--- src/sxpw_pkg.sv ---
// Constants, register map and field layout of the six-channel PWM generator core
// ==========================================================================
package sxpw_pkg;

  localparam int unsigned NUM_CH = 6;

  // Register indices; byte address is four times the index
  localparam logic [7:0] IDX_CLOCK_SOURCE_CONTROL = 8'h8e;
  localparam logic [7:0] IDX_PWM_RUN_CONTROL      = 8'hd8;
  localparam logic [7:0] IDX_PWM_MODE_CONFIG      = 8'hdf;
  localparam logic [7:0] IDX_PERIOD_LOW_BYTE      = 8'hd9;
  localparam logic [7:0] IDX_PERIOD_HIGH_BYTE     = 8'hd1;
  localparam logic [7:0] IDX_DUTY_LOW_BYTE [6]    = '{8'hda, 8'hdb, 8'hdc, 8'hdd, 8'hcc, 8'hcd};
  localparam logic [7:0] IDX_DUTY_HIGH_BYTE [6]   = '{8'hd2, 8'hd3, 8'hd4, 8'hd5, 8'hc4, 8'hc5};
  localparam logic [7:0] IDX_PIN_FUNCTION_SELECT  = 8'he0;
  localparam logic [7:0] IDX_IRQ_STATUS           = 8'he1;
  localparam logic [7:0] IDX_IRQ_MASK             = 8'he2;

  // Field positions
  localparam int unsigned BIT_CLOCK_SOURCE_SELECT = 6;
  localparam int unsigned BIT_RUN_ENABLE          = 7;
  localparam int unsigned BIT_LOAD                = 6;
  localparam int unsigned BIT_GENERATOR_FLAG      = 5;
  localparam int unsigned BIT_COUNTER_CLEAR       = 4;
  localparam int unsigned BIT_GROUP_MODE_ENABLE   = 5;
  localparam int unsigned BIT_IRQ_WRAP            = 0;
  localparam int unsigned BIT_IRQ_LOAD_DONE       = 1;

  // Writable bits of the clock source control register
  localparam logic [7:0] CLOCK_SOURCE_RW_MASK = 8'h5a;

  // Values after reset
  localparam logic [7:0]  RST_BYTE  = 8'h00;
  localparam logic [15:0] RST_WORD  = 16'h0000;
  localparam logic [5:0]  RST_PINS  = 6'h00;
  localparam logic [1:0]  RST_IRQ   = 2'h0;
  localparam logic [6:0]  RST_DIV   = 7'h00;

endpackage

--- src/sxpw_wave_if.sv ---
// Carrier between the counter owner and the six comparators
`timescale 1ns/10ps
`default_nettype none
interface sxpw_wave_if;
  logic [15:0] count;
  logic [15:0] duty [6];
  logic [5:0]  wave;
  modport gen (output count, output duty, input wave);
  modport cmp (input count, input duty, output wave);
endinterface
`default_nettype wire

--- src/sxpw_prescaler.sv ---
// Clock source select and power-of-two prescaler producing counter ticks
`timescale 1ns/10ps
`default_nettype none
module sxpw_prescaler (
  // Clock and reset
  input  wire logic       core_clk,
  input  wire logic       rst_n,
  // Control
  input  wire logic       srcSelect,
  input  wire logic       timer1Overflow,
  input  wire logic [2:0] prescale,
  // Tick out
  output logic            tick
);
  logic [6:0] divCnt;
  wire        srcPulse = srcSelect ? timer1Overflow : 1'b1;
  wire  [7:0] shifted  = 8'h01 << prescale;
  wire  [6:0] divMask  = 7'(shifted - 8'h01);
  wire        divHit   = srcPulse & ((divCnt & divMask) == divMask);
  wire  [6:0] next_divCnt = srcPulse ? 7'(divCnt + 7'h01) : divCnt;

  always_ff @(posedge core_clk) begin
    if (!rst_n) begin
      divCnt <= sxpw_pkg::RST_DIV;
      tick   <= 1'b0;
    end else begin
      divCnt <= next_divCnt;
      tick   <= divHit;
    end
  end

  property p_sys_every_cycle;
    @(posedge core_clk) disable iff (!rst_n)
    (!srcSelect && prescale == 3'h0) [*2] |=> tick;
  endproperty
  a_sys_every_cycle: assert property (p_sys_every_cycle) else $error("undivided system clock missed a tick");
endmodule
`default_nettype wire

--- src/sxpw_compare.sv ---
// Six edge-aligned comparators against the shared counter
`timescale 1ns/10ps
`default_nettype none
module sxpw_compare (
  // Clock and reset
  input  wire logic core_clk,
  input  wire logic rst_n,
  // Counter and duties in, waves out
  sxpw_wave_if.cmp  wif
);
  for (genvar i = 0; i < 6; i++) begin : ch
    always_ff @(posedge core_clk) begin
      if (!rst_n) begin
        wif.wave[i] <= 1'b0;
      end else begin
        wif.wave[i] <= (wif.count < wif.duty[i]);
      end
    end
  end

  property p_wave_follows_compare;
    @(posedge core_clk) disable iff (!rst_n)
    ##1 wif.wave[0] == $past(wif.count < wif.duty[0]);
  endproperty
  a_wave_follows_compare: assert property (p_wave_follows_compare) else $error("wave 0 not high below duty");
endmodule
`default_nettype wire

--- src/sxpw_core.sv ---
// Six-channel PWM generator core with APB register slave
//
// Register access over APB is this design's own decision.
`timescale 1ns/10ps
`default_nettype none
module sxpw_core (
  // Clock and reset
  input  wire logic        core_clk,
  input  wire logic        rst_n,
  // APB slave
  input  wire logic        psel,
  input  wire logic        penable,
  input  wire logic        pwrite,
  input  wire logic [11:0] paddr,
  input  wire logic [31:0] pwdata,
  output logic      [31:0] prdata,
  output logic             pready,
  output logic             pslverr,
  // Timer 1 overflow pulse, same clock
  input  wire logic        timer1Overflow,
  // Pins
  input  wire logic [5:0]  gpioOut,
  output logic      [5:0]  rawWave,
  output logic      [5:0]  pinOut,
  output logic      [5:0]  pinFunctionSelect,
  // Interrupt
  output logic             irq
);
  // ==========================================================================
  // Control registers
  logic [7:0]  clockSourceControl;
  logic [7:0]  modeConfig;
  logic        runEnable;
  logic        loadPending;
  logic        generatorFlag;
  logic        clearPending;
  logic [15:0] bufPeriod;
  logic [15:0] activePeriod;
  logic [15:0] count;
  logic [1:0]  irqStatus;
  logic [1:0]  irqMask;
  logic        tick;

  sxpw_wave_if wif ();

  // ==========================================================================
  // APB decode
  wire [7:0] regIdx     = paddr[9:2];
  wire       apbSetup   = psel & ~penable;
  wire       apbWrite   = psel & penable & pready & pwrite;
  wire [7:0] wByte      = pwdata[7:0];
  wire       hitClk     = regIdx == sxpw_pkg::IDX_CLOCK_SOURCE_CONTROL;
  wire       hitRun     = regIdx == sxpw_pkg::IDX_PWM_RUN_CONTROL;
  wire       hitMode    = regIdx == sxpw_pkg::IDX_PWM_MODE_CONFIG;
  wire       hitPerLo   = regIdx == sxpw_pkg::IDX_PERIOD_LOW_BYTE;
  wire       hitPerHi   = regIdx == sxpw_pkg::IDX_PERIOD_HIGH_BYTE;
  wire       hitPin     = regIdx == sxpw_pkg::IDX_PIN_FUNCTION_SELECT;
  wire       hitStat    = regIdx == sxpw_pkg::IDX_IRQ_STATUS;
  wire       hitMask    = regIdx == sxpw_pkg::IDX_IRQ_MASK;
  wire       addrInMap  = paddr[11:10] == 2'h0 && paddr[1:0] == 2'h0;
  wire [6:0] dutyHitAcc;
  wire [7:0] dutyReadAcc [7];

  // ==========================================================================
  // Counter sequencing
  wire groupMode  = modeConfig[sxpw_pkg::BIT_GROUP_MODE_ENABLE];
  wire countStep  = tick & runEnable & ~clearPending;
  wire wrapNow    = countStep & (count >= activePeriod);
  wire loadNow    = loadPending & wrapNow;
  wire [15:0] next_count = clearPending ? sxpw_pkg::RST_WORD :
                           wrapNow      ? sxpw_pkg::RST_WORD :
                           countStep    ? 16'(count + 16'h0001) : count;
  wire [1:0] irqEvents;
  assign irqEvents[sxpw_pkg::BIT_IRQ_WRAP]      = wrapNow;
  assign irqEvents[sxpw_pkg::BIT_IRQ_LOAD_DONE] = loadNow;
  wire [1:0] next_irqStatus = (irqStatus & ~((apbWrite & hitStat) ? wByte[1:0] : 2'h0)) | irqEvents;

  // ==========================================================================
  // Per-channel duty buffers and group mapping
  assign dutyHitAcc[0]  = 1'b0;
  assign dutyReadAcc[0] = 8'h00;
  for (genvar i = 0; i < 6; i++) begin : ch
    logic [15:0] bufDuty;
    logic [15:0] activeDuty;
    wire hitLo = regIdx == sxpw_pkg::IDX_DUTY_LOW_BYTE[i];
    wire hitHi = regIdx == sxpw_pkg::IDX_DUTY_HIGH_BYTE[i];
    assign dutyHitAcc[i+1]  = dutyHitAcc[i] | hitLo | hitHi;
    assign dutyReadAcc[i+1] = dutyReadAcc[i] | (hitLo ? bufDuty[7:0] : 8'h00) | (hitHi ? bufDuty[15:8] : 8'h00);
    always_ff @(posedge core_clk) begin
      if (!rst_n) begin
        bufDuty    <= sxpw_pkg::RST_WORD;
        activeDuty <= sxpw_pkg::RST_WORD;
      end else begin
        if (apbWrite & hitLo) begin
          bufDuty[7:0] <= wByte;
        end
        if (apbWrite & hitHi) begin
          bufDuty[15:8] <= wByte;
        end
        if (loadNow) begin
          activeDuty <= bufDuty;
        end
      end
    end
  end
  // Group mode reroutes 2,4 to duty 0 and 3,5 to duty 1
  assign wif.duty[0] = ch[0].activeDuty;
  assign wif.duty[1] = ch[1].activeDuty;
  assign wif.duty[2] = groupMode ? ch[0].activeDuty : ch[2].activeDuty;
  assign wif.duty[3] = groupMode ? ch[1].activeDuty : ch[3].activeDuty;
  assign wif.duty[4] = groupMode ? ch[0].activeDuty : ch[4].activeDuty;
  assign wif.duty[5] = groupMode ? ch[1].activeDuty : ch[5].activeDuty;
  assign wif.count   = count;
  assign rawWave     = wif.wave;

  // ==========================================================================
  // Read mux
  wire [7:0] runRead = {runEnable, loadPending, generatorFlag, clearPending, 4'h0};
  wire       regHit  = addrInMap & (hitClk | hitRun | hitMode | hitPerLo | hitPerHi |
                                    hitPin | hitStat | hitMask | dutyHitAcc[6]);
  wire [7:0] readByte = hitClk   ? clockSourceControl :
                        hitRun   ? runRead :
                        hitMode  ? modeConfig :
                        hitPerLo ? bufPeriod[7:0] :
                        hitPerHi ? bufPeriod[15:8] :
                        hitPin   ? {2'h0, pinFunctionSelect} :
                        hitStat  ? {6'h00, irqStatus} :
                        hitMask  ? {6'h00, irqMask} : dutyReadAcc[6];

  // ==========================================================================
  // Bus answer: one wait-free access phase
  always_ff @(posedge core_clk) begin
    if (!rst_n) begin
      pready  <= 1'b0;
      pslverr <= 1'b0;
      prdata  <= 32'h00000000;
    end else begin
      pready  <= apbSetup;
      pslverr <= apbSetup & ~regHit;
      prdata  <= (apbSetup & regHit) ? {24'h000000, readByte} : 32'h00000000;
    end
  end

  // ==========================================================================
  // Configuration writes
  always_ff @(posedge core_clk) begin
    if (!rst_n) begin
      clockSourceControl <= sxpw_pkg::RST_BYTE;
      modeConfig         <= sxpw_pkg::RST_BYTE;
      bufPeriod          <= sxpw_pkg::RST_WORD;
      pinFunctionSelect  <= sxpw_pkg::RST_PINS;
      irqMask            <= sxpw_pkg::RST_IRQ;
      runEnable          <= 1'b0;
    end else if (apbWrite & regHit) begin
      if (hitClk) begin
        clockSourceControl <= wByte & sxpw_pkg::CLOCK_SOURCE_RW_MASK;
      end
      if (hitMode) begin
        modeConfig <= wByte;
      end
      if (hitPerLo) begin
        bufPeriod[7:0] <= wByte;
      end
      if (hitPerHi) begin
        bufPeriod[15:8] <= wByte;
      end
      if (hitPin) begin
        pinFunctionSelect <= wByte[5:0];
      end
      if (hitMask) begin
        irqMask <= wByte[1:0];
      end
      if (hitRun) begin
        runEnable <= wByte[sxpw_pkg::BIT_RUN_ENABLE];
      end
    end
  end

  // ==========================================================================
  // Self-clearing bits, flag and counter
  wire runWr = apbWrite & hitRun & addrInMap;
  always_ff @(posedge core_clk) begin
    if (!rst_n) begin
      loadPending   <= 1'b0;
      clearPending  <= 1'b0;
      generatorFlag <= 1'b0;
      count         <= sxpw_pkg::RST_WORD;
      activePeriod  <= sxpw_pkg::RST_WORD;
      irqStatus     <= sxpw_pkg::RST_IRQ;
    end else begin
      count     <= next_count;
      irqStatus <= next_irqStatus;
      if (runWr & wByte[sxpw_pkg::BIT_COUNTER_CLEAR]) begin
        clearPending <= 1'b1;
      end else begin
        clearPending <= 1'b0;
      end
      if (runWr & wByte[sxpw_pkg::BIT_LOAD]) begin
        loadPending <= 1'b1;
      end else if (loadNow) begin
        loadPending <= 1'b0;
      end
      if (loadNow) begin
        activePeriod <= bufPeriod;
      end
      // Hardware set wins over a software clear in the same cycle
      if (wrapNow) begin
        generatorFlag <= 1'b1;
      end else if (runWr & ~wByte[sxpw_pkg::BIT_GENERATOR_FLAG]) begin
        generatorFlag <= 1'b0;
      end
    end
  end

  // ==========================================================================
  // Pin mux and interrupt
  always_ff @(posedge core_clk) begin
    if (!rst_n) begin
      pinOut <= sxpw_pkg::RST_PINS;
      irq    <= 1'b0;
    end else begin
      pinOut <= (pinFunctionSelect & wif.wave) | (~pinFunctionSelect & gpioOut);
      irq    <= |(irqStatus & irqMask);
    end
  end

  sxpw_prescaler u_prescaler (
    .core_clk       (core_clk),
    .rst_n          (rst_n),
    .srcSelect      (clockSourceControl[sxpw_pkg::BIT_CLOCK_SOURCE_SELECT]),
    .timer1Overflow (timer1Overflow),
    .prescale       (modeConfig[2:0]),
    .tick           (tick)
  );

  sxpw_compare u_compare (
    .core_clk (core_clk),
    .rst_n    (rst_n),
    .wif      (wif)
  );

  // ==========================================================================
  // Checks
  property p_clear_done;
    @(posedge core_clk) disable iff (!rst_n)
    clearPending |=> count == 16'h0000 ##1 !clearPending || $past(runWr);
  endproperty
  a_clear_done: assert property (p_clear_done) else $error("counter not cleared after clear request");

  property p_idle_holds;
    @(posedge core_clk) disable iff (!rst_n)
    !runEnable && !clearPending |=> count == $past(count);
  endproperty
  a_idle_holds: assert property (p_idle_holds) else $error("counter moved while idle");

  property p_wrap_zero;
    @(posedge core_clk) disable iff (!rst_n)
    wrapNow |=> count == 16'h0000 && generatorFlag;
  endproperty
  a_wrap_zero: assert property (p_wrap_zero) else $error("wrap did not zero counter or set flag");

  property p_load_at_wrap;
    @(posedge core_clk) disable iff (!rst_n)
    loadPending && wrapNow && !runWr |=> activePeriod == $past(bufPeriod) && !loadPending;
  endproperty
  a_load_at_wrap: assert property (p_load_at_wrap) else $error("load did not transfer at wrap");

  property p_no_early_load;
    @(posedge core_clk) disable iff (!rst_n)
    !loadNow |=> $stable(activePeriod) && $stable(ch[0].activeDuty);
  endproperty
  a_no_early_load: assert property (p_no_early_load) else $error("active value changed without load");

  property p_load_reads_pending;
    @(posedge core_clk) disable iff (!rst_n)
    runWr && wByte[6] |=> loadPending;
  endproperty
  a_load_reads_pending: assert property (p_load_reads_pending) else $error("load bit not pending after write");

  property p_group_map;
    @(posedge core_clk) disable iff (!rst_n)
    groupMode |-> wif.duty[4] == ch[0].activeDuty && wif.duty[5] == ch[1].activeDuty;
  endproperty
  a_group_map: assert property (p_group_map) else $error("group mode duty mapping wrong");

  property p_irq_level;
    @(posedge core_clk) disable iff (!rst_n)
    ##1 irq == $past(|(irqStatus & irqMask));
  endproperty
  a_irq_level: assert property (p_irq_level) else $error("interrupt output disagrees with status");

  property p_ready_one_cycle;
    @(posedge core_clk) disable iff (!rst_n)
    pready |=> !pready;
  endproperty
  a_ready_one_cycle: assert property (p_ready_one_cycle) else $error("bus answer held past one cycle");

  property p_flag_sticky;
    @(posedge core_clk) disable iff (!rst_n)
    generatorFlag && !runWr |=> generatorFlag;
  endproperty
  a_flag_sticky: assert property (p_flag_sticky) else $error("flag dropped without software clear");

  property p_group_waves;
    @(posedge core_clk) disable iff (!rst_n)
    groupMode |=> rawWave[2] == rawWave[0] && rawWave[4] == rawWave[0] &&
                  rawWave[3] == rawWave[1] && rawWave[5] == rawWave[1];
  endproperty
  a_group_waves: assert property (p_group_waves) else $error("group mode waves differ");
endmodule
`default_nettype wire

--- config.mk ---
export PLATFORM = sky130hd
export DESIGN_NAME = sxpw_core
export DESIGN_NICKNAME = d
export VERILOG_FILES = /design/src/sxpw_pkg.sv /design/src/sxpw_wave_if.sv /design/src/sxpw_prescaler.sv /design/src/sxpw_compare.sv /design/src/sxpw_core.sv
export SDC_FILE = /design/constraint.sdc
export NUM_CORES = 1
export LEC_CHECK = 0
export ABC_CLOCK_PERIOD_IN_PS = 3700
export BUFFER_PORTS_ARGS = -buffer_cell sky130_fd_sc_hd__buf_2
export CORE_MARGIN = 5
export CORE_UTILIZATION = 60
export DETAILED_ROUTE_END_ITERATION = 12
export MAX_ROUTING_LAYER = met4
export PLACE_DENSITY = 0.79
export SYNTH_ARGS = -nofsm -noshare
export SYNTH_HDL_FRONTEND = slang
export SYNTH_HIERARCHICAL = 1
export SYNTH_SLANG_ARGS = --single-unit
--- constraint.sdc ---
create_clock -name core_clk -period 3.7 [get_ports core_clk]
set_clock_uncertainty 0.15 [all_clocks]
set_input_delay 0.37 -clock core_clk [delete_from_list [all_inputs] [get_ports core_clk]]
set_output_delay 0.37 -clock core_clk [all_outputs]
set_load 0.1 [all_outputs]
### Word level (Yosys, flattened, before mapping)

Cells that the tools add are included.

* flip-flop bits (word level): 321
* input bits: 56

* add/sub/neg operators: 3
* order comparisons: 7
* eq/ne operators: 21
* shift operators: 1
* muxes and demuxes: 31
* bitwise logic cells: 75
* reduce and logical (&&, ||, !) cells: 15

Operator list (count)
* $eq 8x8->1 const B: 20
* $mux 8: 20
* $lt 16x16->1: 6
* $or 8x8->8: 11
* $mux 16: 4
* $and 1x1->1: 31
* $or 1x1->1: 19
* $add 16x1->16 const B: 1
* $ge 16x16->1: 1
* $reduce_and 2->1: 8
* $and 6x6->6: 2
* $add 7x1->7 const B: 1
* $and 7x7->7: 1
* $eq 7x7->1: 1
* $shl 1x3->7 const A: 1
* $sub 7x1->7 const B: 1
* $mux 1: 6
* $not 6->6: 1
* $or 6x6->6: 1
* $not 1->1: 5
* $and 2x2->2: 2
* $logic_not 2->1: 2
* $reduce_bool 2->1: 2
* $reduce_or 3->1: 1
* other kinds (5): 5

### Longest topological paths before layout

Gate-level depths: netlist of run 1.

* depth in word-level cells: 21
* mapped depth: 11
* mapped depth without buffers: 8

### Hierarchy

Netlist of run 1, hierarchy kept.

By module, submodules not included
* sxpw_core: times used 1, cells an instance 1630, area an instance 13858.3 um^2, sequential area each 5665.4 um^2
* sxpw_compare: times used 1, cells an instance 318, area an instance 2396.0 um^2, sequential area each 120.1 um^2
* sxpw_prescaler: times used 1, cells an instance 61, area an instance 529.3 um^2, sequential area each 160.2 um^2

### Worst setup path after synthesis of run 1

No wires, ideal clock.

* kind: register to register
* from: reg pready
* to: reg bufPeriod[12]
* arrival time: 2.424 ns
* required time: 3.434 ns
* path slack: 1.009 ns
* stages on the path, launching flop included: 7
* path buffers: 1
* period minus slack after synthesis: 2.691 ns
* cell sequence: dfxtp_1 > and4_1 > clkbuf_1 > nand2_1 > nor3_4 > mux2i_1 > nor2b_1

* word-level cells in the longest chain between the ends: 4

RTL lines
* start, declared: line sxpw_core.sv:17 `output logic pready,`
* start signal, assigned: line sxpw_core.sv:138 `pready <= apbSetup;`
* $and 1x1->1 (2 in series): line sxpw_core.sv:50 `wire apbWrite = psel & penable & pready & pwrite;`
* $and 1x1->1: line sxpw_core.sv:154 `end else if (apbWrite & regHit) begin`
* $reduce_and 2->1 (no line)
* end signal, assigned: line sxpw_core.sv:150 `bufPeriod <= sxpw_pkg::RST_WORD;`
* end signal, assigned: line sxpw_core.sv:165 `bufPeriod[15:8] <= wByte;`
* end, declared: line sxpw_core.sv:37 `logic [15:0] bufPeriod;`

Every way passes these cells.
A chain may end at the register's enable or synchronous reset.

==> results of run 1 <==
[routing by layer]
layer / wire length (um) / GRT usage (%) / up-vias
li1: - / - / 6843
met1: 22700 / 46.6 / 6734
met2: 22400 / 49.4 / 665
met3: 4610 / 5.15 / 127
met4: 2080 / 12.0 / 0
met5: 0 / - / -
[worst min-delay path, delay by kind of cell]
| kind | cells | cell delay (ns) |
|---|---|---|
| AO/OA/AOI/OAI | 2 | 0.14 |
| buffers and inverters | 1 | 0.10 |
| AND/OR/NAND/NOR | 1 | 0.06 |
[stage by stage]
| stage | power [W] | area (um^2) | utilization, % | setup slack, ns |
|---|---|---|---|---|
| after floorplan | 0.00360 | 16900 | - | 1.01 |
| after global placement | 0.00367 | 17400 | 62.8 | 0.819 |
| after detailed placement | 0.00368 | 17400 | 62.8 | 0.768 |
| after CTS | 0.00687 | 18500 | 66.9 | 0.758 |
| after global routing | 0.00704 | 18500 | 66.9 | 0.487 |
| final | 0.00687 | 18500 | 66.9 | 0.707 |
[synthesized netlist by cell type, types with 5 or more instances]
cell type and count:
ha_1 109, nand3_1 49, o22ai_1 11, o2111a_1 7, nor2_1 46, o211ai_1 5
nand4_1 19, and2_1 9, or4_1 6, buf_4 31, o32ai_1 6, inv_1 178
dfxtp_1 297, a21boi_0 45, mux2i_1 210, a21oi_1 58, a22oi_1 16, xnor2_1 10
a22o_1 6, o31ai_1 11, xor2_1 12, o21ai_0 115, buf_2 19, mux2_2 6
nor2b_1 114, and3_1 5, nor2_2 7, and4_1 16, nand2_1 372, a2111oi_0 5
a21boi_1 9, clkbuf_1 81, nand2b_1 15, buf_1 7, nor3_1 12
[layout make-up]
class | instances | area [um^2] | share of cell area, %
clock inverter | 14 | 204 | 1.10
sequential | 297 | 5950 | 32.1
tap | 378 | 473 | 2.55
timing repair buffer | 116 | 801 | 4.32
clock buffer | 39 | 846 | 4.57
inverter | 180 | 676 | 3.65
multi-input combinational | 1415 | 9580 | 51.7
[state kept, by name, summed over array words and instances, names as in the netlist, 4 cells and up]
register,cells
u_compare/wif.wave,6
activePeriod,16
pinOut,6
ch.activeDuty,96
prdata,8
count,16
bufPeriod,16
clockSourceControl,4
pinFunctionSelect,6
modeConfig,8
u_prescaler/divCnt,7
ch.bufDuty,96
[report_power, final]
part / internal [W] / total [W] / switching [W]
sequential: 0.00320 / 0.00321 / 0.00000444
combinational: 0.0000836 / 0.000411 / 0.000327
clock: 0.00195 / 0.00325 / 0.00130
total: 0.00524 / 0.00687 / 0.00164
[kinds of logic after synthesis]
kind of cell / share of synthesized area [%]
buf+inv: 8.08
flops: 35.4
compound gates: 13.4
fa+ha+maj: 8.13
other cells: 0.0223
xor+xnor: 1.15
simple gates: 20.6
mux: 13.2
[worst min-delay path by stage]
| stage | from | end | slack [ns] | cells past startpoint |
|---|---|---|---|---|
| finish | paddr[11] | prdata[6] | 0.01 | 4 |
| detailed placement | activePeriod[14] | activePeriod[14] | 0.30 | 2 |
| CTS | paddr[11] | prdata[6] | 0.002 | 4 |
| global route | paddr[1] | prdata[6] | 0.02 | 4 |
| floorplan | clockSourceControl[3] | clockSourceControl[3] | 0.28 | 2 |
| global placement | clockSourceControl[4] | clockSourceControl[4] | 0.29 | 2 |
[repair_timing]
action	CTS	global route
hold buffers	8	0
endpoints found under the hold margin	7	0
resized for setup	0	0
==> results.cfg, run 1 <==
[sta]
slew_viol_final = 0
period_share_pct = 80.9
rsz0062_at_grt = false
min_period_ns = 2.99
worst_hold_slack_ns = 0.0144
max_freq_mhz = 334
setup_viol = 0
setup_tns_ns = 0
relSlewSlack_pct = 34.3
tightest_slew_ns = 0.981
hold_violations = 0

[final_layout]
nets = 2205
final_common_cell = nand2_1
layout_common_cells = nand2_1 (372), dfxtp_1 (296), mux2i_1 (210)
drive_gt1_share_pct = 9.56
area_growth_pct = 10.4
diodes = 0
instances_no_fill = 2439
fill_cells = 2229

[die]
core_um2 = 27700
initial_core_util_pct = 60.6
chipWidth_um = 177
ios = 109
die-area_um2 = 31400
fp-row-count = 61
die_height_um = 177

[grt]
grt_overflow = 0
grt_use_total_pct = 33.4
grt_pass1_vias = 13697
grt_start_max_net_pins = 185
antenna_found_initial = 1
grt_pass1_wl_um = 79300

[logic_synthesis]
yosys.area.top_type = dfxtp_1
synth_cell_type_count = 82
yosys_warnings = 6
synth.avg_cell_area_um2 = 8.35
synth_edf_count = 0
synth-main-ff-cell = dfxtp_1
ys_ff_latch = 297
synth_async_sr_flop_share_pct = 0
synth_area_um2 = 16800
synth-seq-area-share_pct = 35.4
yosysTopAreaCellShare_pct = 35.4
synth_area_leaders = dfxtp_1 (35%), mux2i_1 (13%), nand2_1 (8.3%)
netlist_instances = 2009

[power]
vdd_drop_max_mv = 0.293
p_per_area_nw_per_um2 = 371
p_leak_nw = 6.21

[detailed_routing]
totalWireLength_um = 51700
wl_per_cell_um = 21.2
vias_per_cell = 5.89
drt-pass1-iter-count = 5
drcViolationCount = 0
vias = 14369
drtIter0Drc = 1478
antenna_left = 0

[cts]
post-cts-setup-buffers = 0
clock_path_buffers = 3
tritoncts = done
clock-sinks = 297
ctsRootBufferMaster = clkbuf_16
cts_max_level = 1
path_clk_slew_ns = 0.06
insertion_delay_ns = 0.57
cts-buffers-inserted = 30

[worst_setup_path]
worstSetupEndpointType = flop
path_buf_inv = 2
r2r_slack_ns = 0.71
worst-path-max-fanout = 57
critPathCapture = u_compare/wif.wave[2]
r2r-end = u_compare/wif.wave[2]
crit_family = flip-flops
critPathArrivalTime_ns = 3.28
crit_start = modeConfig[5]
crit_chain = buf_4, nand2_1, o21ai_0, inv_1, ha_1, nand4_1, or4_1, o2111a_1
cp_data_required_time_ns = 3.99
path_depth = 8
max_stage_delay_ns = 0.93
ff2ff_path_depth = 8
critical_path.slowest_cell = dfxtp_2
cp-start-kind = flop
r2r_start = modeConfig[5]
worstSetupPathType = flop to flop

[job]
drv_cap = 0

[place]
globalplace.congestion = 1.01
io_buffers = 60
hpwlAfterDp_um = 38100
dp.cells = 2378

[hold_path]
hold_class = primary input to flop

[status]
outcome = completed
Note: power is estimated with default switching activity, not from simulation.
==> run 2, diff against run 1 <==
--- a/config.mk
+++ b/config.mk
@@ -5,7 +5,7 @@
 export SDC_FILE = /design/constraint.sdc
 export NUM_CORES = 1
 export LEC_CHECK = 0
-export ABC_CLOCK_PERIOD_IN_PS = 3700
+export ABC_CLOCK_PERIOD_IN_PS = 3030
 export BUFFER_PORTS_ARGS = -buffer_cell sky130_fd_sc_hd__buf_2
 export CORE_MARGIN = 5
 export CORE_UTILIZATION = 60
==> constraint.sdc (replaced) <==
create_clock -name core_clk -period 3.03 [get_ports core_clk]
set_clock_uncertainty 0.15 [all_clocks]
set_input_delay 0.303 -clock core_clk [delete_from_list [all_inputs] [get_ports core_clk]]
set_output_delay 0.303 -clock core_clk [all_outputs]
set_load 0.1 [all_outputs]
==> run 2 against run 1 <==
Worst setup slack got worse by 0.47 ns; non-clock buffer count rose by 27; global-route usage up 0.15 points; sequential share of layout area down 0.53 points; die area stayed put.
==> results.cfg, run 2 (synthesis gave the netlist of run 1 again) <==
[status]
outcome = completed

[cts]
cts_resized = 0
insertion_delay_ns = 0.54
clock-sinks = 297
cts_max_level = 2
tritoncts = done
clock_path_buffers = 3
ctsRootBufferMaster = clkbuf_16
post-cts-setup-buffers = 0
cts-buffers-inserted = 34
path_clk_slew_ns = 0.06

[job]
drv_cap = 0

[sta]
fin_ws_ns = 0.235
slew_viol_final = 0
max_freq_mhz = 358
rsz0062_at_grt = false
relSlewSlack_pct = 45.7
tightest_slew_ns = 0.815
setup_tns_ns = 0
min_period_ns = 2.79
period_share_pct = 92.2
hold_violations = 0
setup_viol = 0

[die]
fp-row-count = 61
die_height_um = 177
chipWidth_um = 177
core_um2 = 27700
initial_core_util_pct = 60.6
die-area_um2 = 31400
ios = 109

[worst_setup_path]
cp_data_required_time_ns = 3.28
critical_path.slowest_cell = dfxtp_2
crit_family = flip-flops
path_buf_inv = 2
critPathArrivalTime_ns = 3.04
worst-path-max-fanout = 33
crit_top_cell = o21ai_0
worstSetupEndpointType = flop
max_stage_delay_ns = 0.78
cp-start-kind = flop
crit_chain = buf_12, nand2_1, o21ai_0, inv_1, ha_1, and4_1, o21ai_0, or4_1, o2111a_1
worstSetupPathType = flop to flop

[place]
hpwlAfterDp_um = 38900
globalplace.congestion = 0.980
io_buffers = 60
dp_slack_ns = 0.302

[final_layout]
reg_top3 = ch.activeDuty (96), ch.bufDuty (96)
fill_cells = 2311
layout_common_cells = nand2_1 (372), dfxtp_1 (296), mux2i_1 (210)
final_common_cell = nand2_1
nets = 2236
drive_gt1_share_pct = 10.8
area_growth_pct = 12.2

[grt]
grt_use_total_pct = 33.6
grt_pass1_vias = 13683
grt_pass1_wl_um = 79400
grt_overflow = 0
grt_start_max_net_pins = 164
antenna_found_initial = 1

[detailed_routing]
vias = 14602
drcViolationCount = 0
antenna_left = 0
vias_per_cell = 5.90
wl_per_cell_um = 21.2
totalWireLength_um = 52500
drt-pass1-iter-count = 6
drtIter0Drc = 1516

[power]
p_per_area_nw_per_um2 = 449
vdd_drop_max_mv = 0.451
p_leak_nw = 6.39

[hold_path]
hold_class = primary input to flop
## run 2: cell count changes in the layout (fill, tap and decap cells not counted), sizes merged, moves of 2 or more
| cell | before | now |
|---|---|---|
| bufinv | 5 | 1 |
| clkinv | 6 | 10 |
| dlygate4sd3 | 8 | 10 |
| clkbuf | 39 | 43 |
| buf | 108 | 133 |
## run 2: what timing repair did
item	CTS	global route
setup endpoints to repair	0	0
hold buffers	10	0
endpoints found under the hold margin	26	0
## run 2: worst paths after layout
kind                       start                     to  slack (ns)  cells after the start
max                modeConfig[5]  u_compare/wif.wave[2]        0.24                      9
min reg2reg  ch[5].activeDuty[5]    ch[5].activeDuty[5]        0.30                      2
min                   gpioOut[5]              pinOut[5]        0.02                      3
max reg2reg        modeConfig[5]  u_compare/wif.wave[2]        0.24                      9
## run 2: stage by stage
| stage | cell area, um^2 | std cells | hold slack, ns | power [W] | util [%] |
|---|---|---|---|---|---|
| 2_1_floorplan | 16900 | 2032 | 0.273 | 0.00440 | - |
| 3_3_place_gp | 17600 | 2403 | 0.289 | 0.00449 | 63.7 |
| 3_5_place_dp | 17600 | 2403 | 0.299 | 0.00449 | 63.7 |
| 4_1_cts | 18800 | 2472 | 0.0123 | 0.00846 | 68.0 |
| 5_1_grt | 18800 | 2473 | 0.0274 | 0.00865 | 68.0 |
| 6_report | 18800 | 2473 | 0.0172 | 0.00845 | 68.0 |
## run 2: cell type report
class                           instances  area, um^2  area share [%]
Tap cell                              378         473            2.51
Clock inverter                         16         164           0.870
Antenna cell                            1        2.50          0.0133
Inverter                              180         676            3.59
Timing Repair Buffer                  143        1070            5.69
Sequential cell                       297        5950            31.6
Multi-Input combinational cell       1415        9580            50.8
Clock buffer                           43         925            4.91
## run 2: power breakdown
| part | leakage [nW] | internal (W) | switching [W] |
|---|---|---|---|
| clock | 0.530 | 0.00229 | 0.00174 |
| sequential | 2.39 | 0.00391 | 0.00000523 |
| combinational | 3.46 | 0.000109 | 0.000401 |
| total | 6.39 | 0.00631 | 0.00214 |
## run 2: worst register-to-register path: cells and delay by family (launching register included)
kind	cells	cell delay (ns)
adder cells (fa/ha/maj)	1	0.31
AND/OR/NAND/NOR	3	0.77
flip-flops	1	0.78
buffers and inverters	2	0.33
AO/OA/AOI/OAI	3	0.32
## run 2: per-layer routing
metal  vias up  global-route usage, %  share of wire, %
li1       6897                      -                 -
met1      6961                   46.4                44
met2       619                   50.2                44
met3       125                   5.96               8.1
met4         0                   10.6               3.2
met5         -                      -                 0
